### config.mk
export PLATFORM = sky130hd
export DESIGN_NAME = sbr_core
export DESIGN_NICKNAME = d
export VERILOG_FILES = /design/src/include/sbr_pkg.sv /design/src/core/sbr_core.sv /design/src/core/sbr_rate_counter.sv
export SDC_FILE = /design/constraint.sdc
export NUM_CORES = 1
export LEC_CHECK = 0
export BUFFER_PORTS_ARGS = -buffer_cell sky130_fd_sc_hd__buf_4
export CAP_MARGIN = 10
export CORE_MARGIN = 5
export CORE_UTILIZATION = 49
export DETAILED_ROUTE_END_ITERATION = 8
export HOLD_SLACK_MARGIN = 0.08
export PLACE_DENSITY = 0.87
export SLEW_MARGIN = 0
export SYNTH_ARGS = -nofsm -noshare
export SYNTH_HDL_FRONTEND = slang
export SYNTH_HIERARCHICAL = 1
export SYNTH_SLANG_ARGS = --single-unit
export TNS_END_PERCENT = 20
### constraint.sdc
create_clock -name core_clk -period 2.35 [get_ports core_clk]
set_clock_uncertainty 0.05 [all_clocks]
set_input_delay 0.47 -clock core_clk [delete_from_list [all_inputs] [get_ports core_clk]]
set_output_delay 0.47 -clock core_clk [all_outputs]
set_load 0.05 [all_outputs]
### src/include/sbr_pkg.sv
package sbr_pkg;

  // Register byte offsets, one aligned word each
  localparam logic [4:0] ADDR_SERIAL_MODE_REG    = 5'h00;
  localparam logic [4:0] ADDR_EXTENDED_MODE_REG  = 5'h04;
  localparam logic [4:0] ADDR_BIT_RATE_DIVIDER   = 5'h08;
  localparam logic [4:0] ADDR_SERIAL_CONTROL_REG = 5'h0C;
  localparam logic [4:0] ADDR_SERIAL_STATUS_REG  = 5'h10;
  localparam logic [4:0] ADDR_ICU_REQUEST_FLAG   = 5'h14;
  localparam logic [4:0] ADDR_ICU_SOURCE_ENABLE  = 5'h18;

  // Field positions
  localparam int MODE_PRESCALE_LOW_BIT  = 0;
  localparam int MODE_PRESCALE_HIGH_BIT = 1;
  localparam int MODE_ASYNC_BIT         = 2;
  localparam int EXT_DOUBLE_SPEED_BIT   = 0;
  localparam int EXT_BASE_CLOCK_BIT     = 1;
  localparam int CTRL_RX_ERR_IE_BIT     = 0;
  localparam int CTRL_TX_EMPTY_IE_BIT   = 1;
  localparam int CTRL_TX_END_IE_BIT     = 2;
  localparam int CTRL_RUN_BIT           = 3;

  // Request indices and their controller vector numbers
  localparam int IRQ_ERR     = 0;
  localparam int IRQ_RX_FULL = 1;
  localparam int IRQ_TX_EMPTY = 2;
  localparam int IRQ_TX_END  = 3;
  localparam int VECTOR_ERR      = 214;
  localparam int VECTOR_RX_FULL  = 215;
  localparam int VECTOR_TX_EMPTY = 216;
  localparam int VECTOR_TX_END   = 217;

  // Reset values
  localparam logic [2:0] MODE_RESET    = 3'h0;
  localparam logic [1:0] EXT_RESET     = 2'h0;
  localparam logic [7:0] DIVIDER_RESET = 8'hFF;
  localparam logic [3:0] CTRL_RESET    = 4'h0;
  localparam logic [3:0] ICU_RESET     = 4'h0;

  // Last step of the bit counter per mode
  localparam logic [3:0] SYNC_STEP_LAST    = 4'h3;
  localparam logic [3:0] ASYNC_STEP_LAST16 = 4'hF;
  localparam logic [3:0] ASYNC_STEP_LAST8  = 4'h7;

  // Status flags, overrun in bit 0
  typedef struct packed {
    logic transmitEndFlag;
    logic transmitBufferEmptyFlag;
    logic receiveBufferFullFlag;
    logic parityErrorFlag;
    logic framingErrorFlag;
    logic overrunErrorFlag;
  } sbr_flags_type;

  // Rate settings
  typedef struct packed {
    logic       asyncMode;
    logic [1:0] prescaleExp;
    logic       doubleSpeedSelect;
    logic       baseClockSelect;
    logic [7:0] divider;
  } sbr_rate_cfg_type;

  // Last count of the prescaler: 4^n - 1
  function automatic logic [5:0] prescaleLast(input logic [1:0] n);
    logic [6:0] one;
    one = 7'h01;
    return 6'((one << {n, 1'b0}) - one);
  endfunction

endpackage

### src/core/sbr_core.sv
`timescale 1ns/10ps
module sbr_core
  import sbr_pkg::*;
(
  // Clock and reset
  input  wire logic          core_clk,
  input  wire logic          rst_n,
  // Avalon-MM slave
  input  wire logic [4:0]    address,
  input  wire logic [3:0]    byteenable,
  input  wire logic          read,
  input  wire logic          write,
  input  wire logic [31:0]   writedata,
  output logic [31:0]        readdata,
  output logic               waitrequest,
  // Flag set pulses from the shift engine
  input  wire sbr_flags_type flagSet,
  // Flag state to the shift engine
  output sbr_flags_type      flags,
  // Rate enables
  output logic               baseClockTick,
  output logic               bitTick,
  // Interrupt requests
  output logic [3:0]         irqRequest,
  output logic               irq
);

  logic [2:0]       mode_q;
  logic [1:0]       ext_q;
  logic [7:0]       divider_q;
  logic [3:0]       ctrl_q;
  sbr_flags_type    flags_q;
  sbr_flags_type    flags_d;
  logic [2:0]       armed_q;
  logic [3:0]       icuReq_q;
  logic [3:0]       icuReq_d;
  logic [3:0]       icuEn_q;
  logic [3:0]       srcPrev_q;
  logic [3:0]       srcLvl;
  logic [3:0]       srcRise;
  logic [3:0]       irqLines_q;
  logic             irq_q;
  logic             waitReq_q;
  logic [31:0]      readData_q;
  logic [31:0]      rdMux;
  logic             genHalf_q;
  logic [3:0]       bitCnt_q;
  logic             bitTick_q;
  logic             baseClkTick_q;
  logic             baseTick;
  logic             genTick;
  logic             stepTick;
  logic [3:0]       stepLast;
  logic             busReq;
  logic             accept;
  logic             wrEn;
  logic             rdAccept;
  logic             errAny;
  sbr_rate_cfg_type cfg;

  // Settings view
  assign cfg.asyncMode         = mode_q[MODE_ASYNC_BIT];
  assign cfg.prescaleExp       = {mode_q[MODE_PRESCALE_HIGH_BIT], mode_q[MODE_PRESCALE_LOW_BIT]};
  assign cfg.doubleSpeedSelect = ext_q[EXT_DOUBLE_SPEED_BIT];
  assign cfg.baseClockSelect   = ext_q[EXT_BASE_CLOCK_BIT];
  assign cfg.divider           = divider_q;

  // Bus handshake terms
  assign busReq   = read | write;
  assign accept   = busReq && !waitReq_q;
  assign wrEn     = write && accept && byteenable[0];
  assign rdAccept = read && accept;

  // Waitrequest drops one cycle after a request appears
  always_ff @(posedge core_clk or negedge rst_n) begin
    if (!rst_n) begin
      waitReq_q <= 1'b1;
    end else if (accept) begin
      waitReq_q <= 1'b1;
    end else if (busReq) begin
      waitReq_q <= 1'b0;
    end
  end

  // Read multiplexer, unmapped reads as zero
  always_comb begin
    rdMux = 32'h0000_0000;
    case (address)
      ADDR_SERIAL_MODE_REG:    rdMux[2:0] = mode_q;
      ADDR_EXTENDED_MODE_REG:  rdMux[1:0] = ext_q;
      ADDR_BIT_RATE_DIVIDER:   rdMux[7:0] = divider_q;
      ADDR_SERIAL_CONTROL_REG: rdMux[3:0] = ctrl_q;
      ADDR_SERIAL_STATUS_REG:  rdMux[5:0] = flags_q;
      ADDR_ICU_REQUEST_FLAG:   rdMux[3:0] = icuReq_q;
      ADDR_ICU_SOURCE_ENABLE:  rdMux[3:0] = icuEn_q;
      default:                 rdMux = 32'h0000_0000;
    endcase
  end

  // Read data captured while waitrequest is high
  always_ff @(posedge core_clk or negedge rst_n) begin
    if (!rst_n) begin
      readData_q <= 32'h0000_0000;
    end else if (read && waitReq_q) begin
      readData_q <= rdMux;
    end
  end

  // Mode, divider and control registers
  always_ff @(posedge core_clk or negedge rst_n) begin
    if (!rst_n) begin
      mode_q    <= MODE_RESET;
      ext_q     <= EXT_RESET;
      divider_q <= DIVIDER_RESET;
      ctrl_q    <= CTRL_RESET;
      icuEn_q   <= ICU_RESET;
    end else if (wrEn) begin
      case (address)
        ADDR_SERIAL_MODE_REG:    mode_q    <= writedata[2:0];
        ADDR_EXTENDED_MODE_REG:  ext_q     <= writedata[1:0];
        ADDR_BIT_RATE_DIVIDER:   divider_q <= writedata[7:0];
        ADDR_SERIAL_CONTROL_REG: ctrl_q    <= writedata[3:0];
        ADDR_ICU_SOURCE_ENABLE:  icuEn_q   <= writedata[3:0];
        default:                 ctrl_q    <= ctrl_q;
      endcase
    end
  end

  // Status flags: set wins, errors need a prior read of one
  always_comb begin
    flags_d = flags_q;
    if (wrEn && address == ADDR_SERIAL_STATUS_REG) begin
      for (int i = 0; i < 3; i++) begin
        if (!writedata[i] && armed_q[i]) begin
          flags_d[i] = 1'b0;
        end
      end
      for (int i = 3; i < 6; i++) begin
        if (!writedata[i]) begin
          flags_d[i] = 1'b0;
        end
      end
    end
    flags_d = flags_d | flagSet;
  end

  always_ff @(posedge core_clk or negedge rst_n) begin
    if (!rst_n) begin
      flags_q <= '0;
    end else begin
      flags_q <= flags_d;
    end
  end

  // Arming on a read that returned one
  always_ff @(posedge core_clk or negedge rst_n) begin
    if (!rst_n) begin
      armed_q <= 3'h0;
    end else if (wrEn && address == ADDR_SERIAL_STATUS_REG) begin
      armed_q <= 3'h0;
    end else if (rdAccept && address == ADDR_SERIAL_STATUS_REG) begin
      armed_q <= armed_q | readData_q[2:0];
    end
  end

  // Source levels from flags and local enables
  assign errAny = flags_q.overrunErrorFlag | flags_q.framingErrorFlag |
                  flags_q.parityErrorFlag;
  assign srcLvl[IRQ_ERR]      = errAny && ctrl_q[CTRL_RX_ERR_IE_BIT];
  assign srcLvl[IRQ_RX_FULL]  = flags_q.receiveBufferFullFlag &&
                                ctrl_q[CTRL_RX_ERR_IE_BIT];
  assign srcLvl[IRQ_TX_EMPTY] = flags_q.transmitBufferEmptyFlag &&
                                ctrl_q[CTRL_TX_EMPTY_IE_BIT];
  assign srcLvl[IRQ_TX_END]   = flags_q.transmitEndFlag &&
                                ctrl_q[CTRL_TX_END_IE_BIT];
  assign srcRise = srcLvl & ~srcPrev_q;

  // Controller request flags, write one clears, set wins
  always_comb begin
    icuReq_d = icuReq_q;
    if (wrEn && address == ADDR_ICU_REQUEST_FLAG) begin
      icuReq_d = icuReq_q & ~writedata[3:0];
    end
    icuReq_d = icuReq_d | srcRise;
  end

  always_ff @(posedge core_clk or negedge rst_n) begin
    if (!rst_n) begin
      srcPrev_q <= 4'h0;
      icuReq_q  <= ICU_RESET;
    end else begin
      srcPrev_q <= srcLvl;
      icuReq_q  <= icuReq_d;
    end
  end

  // Gated request lines for the acceptance logic
  always_ff @(posedge core_clk or negedge rst_n) begin
    if (!rst_n) begin
      irqLines_q <= 4'h0;
      irq_q      <= 1'b0;
    end else begin
      irqLines_q <= icuReq_q & icuEn_q;
      irq_q      <= |(icuReq_q & icuEn_q);
    end
  end

  // Prescaler and divider
  sbr_rate_counter u_rate (
    .core_clk    (core_clk),
    .rst_n       (rst_n),
    .runEnable   (ctrl_q[CTRL_RUN_BIT]),
    .prescaleExp (cfg.prescaleExp),
    .divider     (cfg.divider),
    .baseTick    (baseTick)
  );

  // Double speed passes every base pulse, else every second
  assign genTick  = baseTick && (cfg.doubleSpeedSelect || genHalf_q);
  assign stepTick = cfg.asyncMode ? genTick : baseTick;
  assign stepLast = !cfg.asyncMode ? SYNC_STEP_LAST :
                    (cfg.baseClockSelect ? ASYNC_STEP_LAST8 : ASYNC_STEP_LAST16);

  // Half-rate phase
  always_ff @(posedge core_clk or negedge rst_n) begin
    if (!rst_n) begin
      genHalf_q <= 1'b0;
    end else if (!ctrl_q[CTRL_RUN_BIT]) begin
      genHalf_q <= 1'b0;
    end else if (baseTick) begin
      genHalf_q <= !genHalf_q;
    end
  end

  // Steps per bit
  always_ff @(posedge core_clk or negedge rst_n) begin
    if (!rst_n) begin
      bitCnt_q <= 4'h0;
    end else if (!ctrl_q[CTRL_RUN_BIT]) begin
      bitCnt_q <= 4'h0;
    end else if (stepTick) begin
      if (bitCnt_q >= stepLast) begin
        bitCnt_q <= 4'h0;
      end else begin
        bitCnt_q <= 4'(bitCnt_q + 4'h1);
      end
    end
  end

  // Registered rate pulses
  always_ff @(posedge core_clk or negedge rst_n) begin
    if (!rst_n) begin
      bitTick_q     <= 1'b0;
      baseClkTick_q <= 1'b0;
    end else begin
      bitTick_q     <= stepTick && (bitCnt_q >= stepLast);
      baseClkTick_q <= stepTick;
    end
  end

  // Outputs
  assign readdata      = readData_q;
  assign waitrequest   = waitReq_q;
  assign flags         = flags_q;
  assign baseClockTick = baseClkTick_q;
  assign bitTick       = bitTick_q;
  assign irqRequest    = irqLines_q;
  assign irq           = irq_q;

  // Checking helpers: gaps and ticks since last setting write
  logic        cfgWrite;
  logic [23:0] gapBase_q;
  logic [23:0] gapBit_q;
  logic [1:0]  seenBase_q;
  logic [1:0]  seenBit_q;
  logic [23:0] expBase;
  logic [23:0] onePres;
  logic        stsZeroWr;

  assign cfgWrite = wrEn && (address == ADDR_SERIAL_MODE_REG ||
                    address == ADDR_EXTENDED_MODE_REG ||
                    address == ADDR_BIT_RATE_DIVIDER ||
                    address == ADDR_SERIAL_CONTROL_REG);
  assign onePres  = 24'h00_0001 << {cfg.prescaleExp, 1'b0};
  assign expBase  = 24'(onePres * (24'(cfg.divider) + 24'h00_0001));
  assign stsZeroWr = wrEn && address == ADDR_SERIAL_STATUS_REG && !writedata[0];

  always_ff @(posedge core_clk or negedge rst_n) begin
    if (!rst_n) begin
      gapBase_q  <= 24'h00_0000;
      gapBit_q   <= 24'h00_0000;
      seenBase_q <= 2'h0;
      seenBit_q  <= 2'h0;
    end else begin
      gapBase_q <= baseTick ? 24'h00_0001 : 24'(gapBase_q + 24'h00_0001);
      gapBit_q  <= bitTick_q ? 24'h00_0001 : 24'(gapBit_q + 24'h00_0001);
      if (cfgWrite || !ctrl_q[CTRL_RUN_BIT]) begin
        seenBase_q <= 2'h0;
        seenBit_q  <= 2'h0;
      end else begin
        if (baseTick && seenBase_q != 2'h3) begin
          seenBase_q <= 2'(seenBase_q + 2'h1);
        end
        if (bitTick_q && seenBit_q != 2'h3) begin
          seenBit_q <= 2'(seenBit_q + 2'h1);
        end
      end
    end
  end
endmodule

### src/core/sbr_rate_counter.sv
`timescale 1ns/10ps
module sbr_rate_counter
  import sbr_pkg::*;
(
  // Clock and reset
  input  wire logic       core_clk,
  input  wire logic       rst_n,
  // Settings
  input  wire logic       runEnable,
  input  wire logic [1:0] prescaleExp,
  input  wire logic [7:0] divider,
  // Base clock pulse
  output logic            baseTick
);

  logic [5:0] presCnt_q;
  logic [7:0] divCnt_q;
  logic [7:0] limit_q;
  logic       baseTick_q;
  logic       presTick;
  logic       divWrap;

  // Prescaler ends every 4^n cycles
  assign presTick = (presCnt_q >= prescaleLast(prescaleExp));
  assign divWrap  = presTick && (divCnt_q >= limit_q);

  // Prescaler count
  always_ff @(posedge core_clk or negedge rst_n) begin
    if (!rst_n) begin
      presCnt_q <= 6'h00;
    end else if (!runEnable || presTick) begin
      presCnt_q <= 6'h00;
    end else begin
      presCnt_q <= 6'(presCnt_q + 6'h01);
    end
  end

  // Divider count with reload of the setting on each wrap
  always_ff @(posedge core_clk or negedge rst_n) begin
    if (!rst_n) begin
      divCnt_q <= 8'h00;
      limit_q  <= DIVIDER_RESET;
    end else if (!runEnable) begin
      divCnt_q <= 8'h00;
      limit_q  <= divider;
    end else if (divWrap) begin
      divCnt_q <= 8'h00;
      limit_q  <= divider;
    end else if (presTick) begin
      divCnt_q <= 8'(divCnt_q + 8'h01);
    end
  end

  // One pulse per wrap
  always_ff @(posedge core_clk or negedge rst_n) begin
    if (!rst_n) begin
      baseTick_q <= 1'b0;
    end else begin
      baseTick_q <= runEnable && divWrap;
    end
  end

  assign baseTick = baseTick_q;

endmodule

==> results of run 1 <==
[metrics by stage]
stage                     hold WS, ps  cell area, µm²  util, %
after detailed placement          330            4690     54.4
after floorplan                   124            4370        -
after global routing              219            4900     56.7
final                             230            4900     56.7
after global placement            319            4690     54.4
after CTS                         215            4890     56.7
[worst paths after layout]
| kind | startpoint | to | slack (ps) | cells past startpoint |
|---|---|---|---|---|
| worst min-delay path | flagSet[1] | flags[1] | 230 | 2 |
| worst max register to register | u_rate/limit_q[0] | u_rate/limit_q[2] | 100 | 7 |
| worst max-delay path | u_rate/limit_q[0] | u_rate/limit_q[2] | 100 | 7 |
| max in group asynchronous | rst_n | divider_q[2] | 1110 | 3 |
| min in group asynchronous | rst_n | flags[5] | 490 | 2 |
| worst min register to register | readdata[6] | readdata[6] | 430 | 2 |
[final cells by class]
type / count / share of cell area (%)
sequential: 82 / 42.3
inverter: 18 / 1.38
clock inverter: 6 / 1.02
multi-input combinational: 286 / 40.7
clock buffer: 10 / 2.81
timing repair buffer: 55 / 9.00
tap: 108 / 2.76
[state kept, by name, indices dropped and copies added (netlist names)]
signal            count
divider_q             8
srcPrev_q             4
baseClockTick         1
bitCnt_q              4
icuEn_q               4
u_rate/limit_q        8
irq                   1
genHalf_q             1
armed_q               3
ctrl_q                4
ext_q                 2
u_rate/baseTick       1
icuReq_q              4
u_rate/divCnt_q       8
waitrequest           1
flags                 6
bitTick               1
mode_q                3
irqRequest            4
readdata              8
u_rate/presCnt_q      6
[critical path: cells and delay by family (launching register included)]
kind	cells	cell delay, ps
compound gates	2	580
flops	1	560
simple gates	2	320
mux	1	300
fa+ha+maj	1	220
buf+inv	1	150
[timing repair]
action,in CTS,in global routing
setup endpoints to repair,0,8
gates resized for setup,0,1
hold endpoints to repair,12,0
hold buffers,1,0
[cells by family after synthesis]
group                      share of synthesized area (%)
and+or+nand+nor                                     18.2
AOI/OAI and AO/OA                                   9.75
DFF                                                 48.4
xor gates and xnor gates                            1.23
buffers and inverters                               7.27
muxes                                               9.57
adders and majority gates                           5.55
other                                             0.0875
[cells in the final DEF (no fill, tap or decap), drive strengths merged, types with 4 or more instances in the layout]
cell	Yosys	routed
a21o	4	4
a21oi	10	10
a221oi	4	4
a22o	5	5
and2	10	10
and3	6	6
buf	30	54
clkbuf	4	10
conb	1	24
dfrtp	65	65
dfstp	17	17
ha	19	19
inv	18	20
mux2	32	32
nand2	29	29
nand2b	8	8
nand3	36	36
nand3b	7	7
nand4	5	5
nor2	26	26
nor2b	5	5
nor3	5	5
o21ai	9	9
[per-layer routing]
metal	up-vias	share of wire [%]	global-route usage, %	wire (µm)
li1	1470	-	-	-
met3	24	5.8	4.04	528
met5	-	0	0	0
met4	0	3.4	8.72	314
met1	1554	42	21.6	3810
met2	111	49	28.1	4510
[power by group]
| part | total [mW] | internal (mW) | switching, mW |
|---|---|---|---|
| combinational | 1.14 | 0.432 | 0.707 |
| clock | 0.967 | 0.423 | 0.544 |
| sequential | 1.83 | 1.66 | 0.171 |
| total | 3.93 | 2.51 | 1.42 |
==> results.ini, run 1 <==
[detailed_routing]
drt-total-wl_mm = 9.16
routed_via_density = 5.59
vias = 3159
antenna_left = 0
first_pass_iters = 5
drt_iter0_drc = 158
drc_errors = 0
wl_per_cell_um = 16.2

[layout]
antennaDiodeCount = 0
n_fill_cell = 693
layout-drive-gt1-share_pct = 27.8
final-seq-area_um2 = 2070
syn_to_final_growth_pct = 14.2
stdcell_count = 565
multi_input_area_um2 = 1990
nNetsFinal = 522

[worst_setup_path]
cp_slowest_cell = dfstp_2
cpPeakStageDelay_ps = 560
critical_path_class = register to register
crit_fanout = 8
path_cells = ha_1, nand2b_1, a2111oi_4, o311a_1, or2_1, buf_12, mux2_4
start_kind = register
endpoint_kind = register
critPathArrivalTime_ps = 2480
worstPathRequired_ps = 2590

[global_route]
grt_overflow = 0
grt_max_degree = 62
antenna_found_initial = 0
grt_use_total_pct = 17.3
grt_pass1_vias = 3144
grt_pass1_wl_mm = 15.3

[timing]
finalCritPeriodShare_pct = 95.6
slew_headroom_pct = 52.2
hold_viol_final = 0
fin_crit_ps = 2250
rsz0062_at_grt = false
tightest_slew_ps = 711
drv_slew = 0
fmax_mhz = 445
setup_tns_ps = 0
setup_viol = 0
layout_setup_ws_ps = 103

[logic_synthesis]
synth_edf_count = 0
yosysWarnings = 6
ys_seq_elements = 82
synth_common_cells = dfrtp_1, nand3_1, nand2_1
syn_area_um2 = 4290
synth_flop_cell = dfrtp_1
seq_area_frac_synth_pct = 48.4
post-synth-top-area-fraction_pct = 37.9
yosysMostFrequentCell = dfrtp_1
synth_cell_types = 55
netlist_instances = 397
ys_async_sr_fraction_pct = 100
synth_area_leader_cell = dfrtp_1
synthTopCellsByArea = dfrtp_1, dfstp_2, mux2_2
avgSynthCellArea_um2 = 10.8

[floorplanning]
core_um2 = 8640
initial_core_util_pct = 49.6
fp.dieH_um = 104
rows = 34
die_x_um = 104
dieArea_um2 = 10700
ios = 97

[run_status]
status = complete, no violations

[power]
power_density_nw_per_um2 = 803
totalPowerFinal_mw = 3.93
p_leak_nw = 2.26
ir_drop_uv = 572

[hold_path]
hp-class = primary input to register

[clocking]
clkSinkCount = 82
cts_made_buffers = 9
h-tree-depth = 3
cts_root_buf = clkbuf_8
cts_tree = done
cts_setup_buffers = 0
clkTransAtPathRegs_ps = 90
clk_path_buf_depth = 2
insertion_delay_ps = 360

[job]
cap_violations = 0

[placement]
dp.cells = 548
port_buffers = 45
hpwl_mm = 6.83
dpl_worst_slack_ps = 85.4
gp_congestion = 0.917

(Power assumes the default switching activity.)
==> run 2, diff against run 1 <==
- CORE_MARGIN: 5 -> 1
==> run 2 against run 1 <==
Effect of this change: first-iteration DRC count increased by 24%; combinational power about the same; critical path depth unchanged; largest cell class unchanged; routed wire length increased by 2.3%; sequential share of layout area decreased by 0.28 points; clock power increased by 9%; via count increased by 2.3%; non-clock buffer count increased by 3; sequential power about the same; utilization increased by 2.4 points; worst setup slack got worse by 64 ps.
==> results.ini, run 2 (synthesized netlist as in run 1, its figures left out) <==
[clocking]
cts_tree = done
h-tree-depth = 3  ; unchanged
clk_path_buf_depth = 2  ; unchanged
clkSinkCount = 82  ; unchanged
insertion_delay_ps = 360  ; about the same
cts_root_buf = clkbuf_8
cts_made_buffers = 9  ; unchanged
clkTransAtPathRegs_ps = 90  ; about the same

[job]
cap_violations = 0  ; unchanged

[worst_setup_path]
cpPeakStageDelay_ps = 540  ; -20 ps
start_kind = register
critical_path_class = register to register
crit_fanout = 8  ; unchanged
critPathArrivalTime_ps = 2550  ; +70 ps
worstRegToRegCells = 7  ; unchanged
worstPathRequired_ps = 2590  ; about the same
cp_slowest_cell = dfstp_2
path_cells = inv_1, ha_1, nand4_1, o311a_1, or2_1, buf_12, mux2_4
endpoint_kind = register

[layout]
stdcell_count = 565  ; unchanged
antennaDiodeCount = 0  ; unchanged
nNetsFinal = 525  ; +0.57%
syn_to_final_growth_pct = 15.0
final_cell_mix = dfrtp_1, buf_4, nand3_1, nand2_1, nor2_1
layout-drive-gt1-share_pct = 28.3  ; +0.47 points
final_common_cell = dfrtp_1
n_fill_cell = 645  ; -6.9%

[placement]
dp.cells = 546  ; -0.36%
gp_congestion = 0.919  ; +0.26%
hpwl_mm = 6.66  ; -2.5%
port_buffers = 45  ; unchanged

[global_route]
grtUsageMet1_pct = 26.8  ; +5.2 points
grt_pass1_wl_mm = 15.1  ; -1.4%
grt_most_used_layer = met2
use_met2_pct = 37.1  ; +9.0 points
met3_usage_pct = 5.34  ; +1.3 points
grt_pass1_vias = 3138  ; -0.19%
grt_max_degree = 64  ; +3.2%
grt_use_total_pct = 22.0  ; +4.6 points
grt_overflow = 0  ; unchanged
antenna_found_initial = 0  ; unchanged

[floorplanning]
ios = 97  ; unchanged
dieArea_um2 = 9130  ; -15%
fp.dieH_um = 95.5  ; -7.7%
core_um2 = 8340  ; -3.4%
initial_core_util_pct = 51.4  ; +1.8 points
rows = 33  ; -2.9%
die_x_um = 95.5  ; -7.7%

[timing]
hold_viol_final = 0  ; unchanged
setup_viol = 0  ; unchanged
drv_slew = 0  ; unchanged
tightest_slew_ps = 715  ; +3.94 ps
fmax_mhz = 433  ; -2.7%
slew_headroom_pct = 51.9  ; -0.26 points
finalCritPeriodShare_pct = 98.3  ; +2.7 points
fin_crit_ps = 2310  ; +63.5 ps
whs_ps = 231  ; +0.430 ps

[detailed_routing]
routed_via_density = 5.72  ; +2.3%
first_pass_iters = 4  ; -1
drt-total-wl_mm = 9.37  ; +2.3%
drt_iter0_drc = 196  ; +24%
antenna_left = 0  ; unchanged
wl_per_cell_um = 16.6  ; +2.3%
vias = 3232  ; +2.3%
drc_errors = 0  ; unchanged

[power]
internal_power_mw = 2.61  ; +3.7%
power_switching_mw = 1.44  ; +1.2%
p_comb_share_pct = 28.8  ; about the same
p_seq_share_pct = 45.2  ; -1.3 points
p_leak_nw = 2.28  ; +1.1%
ir_drop_uv = 492  ; -14%
power_density_nw_per_um2 = 820  ; +2.1%
p_sw_share_pct = 35.6  ; -0.56 points
p_clk_share_pct = 26.0  ; +1.4 points

[hold_path]
hp-class = primary input to register
hold_depth = 2  ; unchanged

[run_status]
status = complete, no violations

[run 2: cell types whose count changed in the layout (fill, tap and decap cells not counted)]
cell | previous run | this run
buf_4 | 52 | 55
bufinv_16 | 0 | 1
clkbuf_8 | 10 | 9
clkinv_2 | 0 | 1
clkinvlp_4 | 2 | 1
[run 2: per-stage QoR]
step	total power, mW	setup slack [ps]	setup TNS (ps)	area (µm²)	util, %
5_1_grt	4.23	-17.1	-50.8	4930	59.1
4_1_cts	4.02	40.6	0	4910	58.9
6_report	4.04	39.0	0	4930	59.1
3_5_place_dp	2.98	63.7	0	4700	56.3
3_3_place_gp	2.93	142	0	4700	56.3
2_1_floorplan	2.64	116	0	4370	-
[run 2: worst max-delay path, delay by kind of cell, from the launching register on]
kind                       cells  cell delay (ps)
DFF                            1              540
buffers and inverters          2              200
and+or+nand+nor                2              420
adders and majority gates      1              320
muxes                          1              300
AOI/OAI and AO/OA              1              400
[run 2: final timing paths]
kind	from	end	slack (ps)
min in group asynchronous	rst_n	flags[5]	480
worst max register to register	u_rate/limit_q[7]	u_rate/limit_q[2]	40
worst min register to register	readdata[7]	readdata[7]	420
worst min-delay path	flagSet[0]	flags[0]	230
worst max-delay path	u_rate/limit_q[7]	u_rate/limit_q[2]	40
max in group asynchronous	rst_n	divider_q[0]	1120
[run 2: per-layer routing]
| layer | wire [µm] | vias up |
|---|---|---|
| li1 | - | 1473 |
| met2 | 4760 | 127 |
| met3 | 498 | 20 |
| met5 | 0 | - |
| met1 | 3910 | 1612 |
| met4 | 202 | 0 |
[run 2: what timing repair did]
action	CTS	global route
endpoints found under the hold margin	12	0
endpoints found under the setup margin	0	8
hold buffers	1	0
setup buffers	0	2
gates resized for setup	0	1
[run 2: area by class of cell]
type | instances | area (µm²) | area share [%]
clock buffers | 9 | 124 | 2.51
multi-input cells | 286 | 1990 | 40.4
repair buffers | 58 | 463 | 9.39
well taps | 105 | 131 | 2.67
flip-flops and latches | 82 | 2070 | 42.1
clock inverters | 7 | 77.6 | 1.57
inverters | 18 | 67.6 | 1.37
[run 2: power groups by stage]
| stage | registers [mW] | logic (mW) | clock network (mW) |
|---|---|---|---|
| 2_1_floorplan | 2.03 | 0.610 | 0 |
| 3_3_place_gp | 1.84 | 1.10 | 0 |
| 3_5_place_dp | 1.85 | 1.13 | 0 |
| 4_1_cts | 1.82 | 1.14 | 1.06 |
| 5_1_grt | 1.85 | 1.24 | 1.13 |
| 6_report | 1.83 | 1.17 | 1.05 |
==> run 3, diff against run 2 <==
- CORE_MARGIN: 1 -> 4
- RECOVER_POWER: default -> 25
==> run 3 against run 2 <==
Effect of this change: final cell count decreased by 0.18%; critical path type unchanged; sequential power about the same; highest routed layer unchanged; cell area decreased by 0.28%; critical endpoint is now u_rate/limit_q[4].
==> results.ini, run 3 (synthesized netlist as in run 1, its figures left out) <==
[run_status]
status = complete, no violations

[clocking]
clkSinkCount = 82  ; unchanged
insertion_delay_ps = 360  ; about the same
cts_root_buf = clkbuf_8
clkTransAtPathRegs_ps = 90  ; about the same
cts_tree = done
clk_path_buf_depth = 2  ; unchanged
cts_made_buffers = 9  ; unchanged
h-tree-depth = 3  ; unchanged

[floorplanning]
fp.dieH_um = 102  ; +6.3%
die_x_um = 102  ; +6.3%
rows = 33  ; unchanged
dieArea_um2 = 10300  ; +13%
ios = 97  ; unchanged
initial_core_util_pct = 51.1  ; -0.25 points
core_um2 = 8380  ; +0.50%

[worst_setup_path]
start_kind = register
crit_fanout = 8  ; unchanged
critical_path_class = register to register
path_cells = inv_1, ha_1, nand4_1, o311a_1, or2_1, buf_12, mux2_4
cp_slowest_cell = dfstp_2
critPathArrivalTime_ps = 2540  ; about the same
endpoint_kind = register
cpPeakStageDelay_ps = 540  ; about the same
worstPathRequired_ps = 2590  ; about the same

[layout]
nNetsFinal = 524  ; -0.19%
antennaDiodeCount = 0  ; unchanged
layout-drive-gt1-share_pct = 27.7  ; -0.59 points
syn_to_final_growth_pct = 14.7
final_cell_mix = dfrtp_1, buf_4, nand3_1, nand2_1, nor2_1
final_common_cell = dfrtp_1
stdcell_count = 564  ; -0.18%

[global_route]
grt_pass1_wl_mm = 15.9  ; +5.9%
grt_overflow = 0  ; unchanged
met3_usage_pct = 4.20  ; -1.1 points
grt_pass1_vias = 3242  ; +3.3%
grt_max_degree = 33  ; -48%
use_met2_pct = 34.1  ; -3.0 points
antenna_found_initial = 0  ; unchanged
grt_most_used_layer = met2
grt_use_total_pct = 19.8  ; -2.2 points
grtUsageMet1_pct = 24.7  ; -2.1 points

[detailed_routing]
wl_per_cell_um = 16.9  ; +2.0%
vias = 3180  ; -1.6%
first_pass_iters = 5  ; +1
drt_iter0_drc = 144  ; -27%
antenna_left = 0  ; unchanged
routed_via_density = 5.64  ; -1.4%
drt-total-wl_mm = 9.54  ; +1.9%
drc_errors = 0  ; unchanged

[timing]
setup_viol = 0  ; unchanged
setup_tns_ps = 0  ; unchanged
whs_ps = 229  ; -2.19 ps
fin_crit_ps = 2300  ; -15.0 ps
slew_headroom_pct = 48.6  ; -3.3 points
drv_slew = 0  ; unchanged
finalCritPeriodShare_pct = 97.7  ; -0.64 points
layout_setup_ws_ps = 54.0  ; +15.0 ps
hold_viol_final = 0  ; unchanged
tightest_slew_ps = 770  ; +55.7 ps
fmax_mhz = 436  ; +0.65%

[job]
cap_violations = 0  ; unchanged

[placement]
hpwl_mm = 6.99  ; +5.0%
dpl_worst_slack_ps = 92.4  ; +28.7 ps
gp_congestion = 0.948  ; +3.2%
port_buffers = 45  ; unchanged
dp.cells = 546  ; unchanged

[power]
power_density_nw_per_um2 = 823  ; +0.32%
totalPowerFinal_mw = 4.04  ; about the same
ir_drop_uv = 718  ; +46%
p_leak_nw = 2.27  ; -0.72%

[hold_path]
hp-class = primary input to register

## run 3: per-layer routing
layer | routed length, µm | vias up | part of all wire [%]
met4 | 227 | 0 | 2.4
met3 | 637 | 25 | 6.7
met5 | 0 | - | 0
met2 | 4860 | 148 | 51
met1 | 3820 | 1531 | 40
li1 | - | 1476 | -
## run 3: power breakdown
part	total [mW]	internal, mW	switching (mW)
clock	1.07	0.505	0.561
combinational	1.16	0.435	0.721
sequential	1.82	1.65	0.167
total	4.04	2.59	1.45
## run 3: repair_timing
item,CTS,global route
buffers inserted,0,1
hold buffers,1,0
endpoints found under the setup margin,0,8
gates resized for setup,0,1
endpoints found under the hold margin,16,0
## run 3: path summary, 6_finish.rpt
path | slack, ps | cells past startpoint | from | end
max | 50 | 7 | u_rate/limit_q[6] | u_rate/limit_q[4]
min | 230 | 2 | flagSet[1] | flags[1]
max reg2reg | 50 | 7 | u_rate/limit_q[6] | u_rate/limit_q[4]
min reg2reg | 440 | 1 | u_rate/presCnt_q[0] | u_rate/presCnt_q[0]
max in group asynchronous | 680 | 3 | rst_n | bitCnt_q[2]
min in group asynchronous | 490 | 2 | rst_n | flags[0]
## run 3: final cells by class
cell class | instances | area [µm²]
Clock buffer | 10 | 128
Clock inverter | 6 | 73.8
Fill cell | 662 | 3470
Inverter | 18 | 67.6
Multi-Input combinational cell | 286 | 2000
Sequential cell | 82 | 2070
Tap cell | 105 | 131
Timing Repair Buffer | 57 | 440
## run 3: through the flow
stage / cell area, µm² / util (%)
after CTS: 4910 / 58.6
after global placement: 4700 / 56.1
final: 4910 / 58.6
after global routing: 4910 / 58.6
after floorplan: 4370 / -
after detailed placement: 4700 / 56.1
## run 3: worst max-delay path: cells and delay by family, from the launching register on
family | cells | cell delay [ps]
simple gates | 2 | 420
compound gates | 1 | 400
flops | 1 | 540
buf+inv | 2 | 210
mux | 1 | 300
fa+ha+maj | 1 | 320
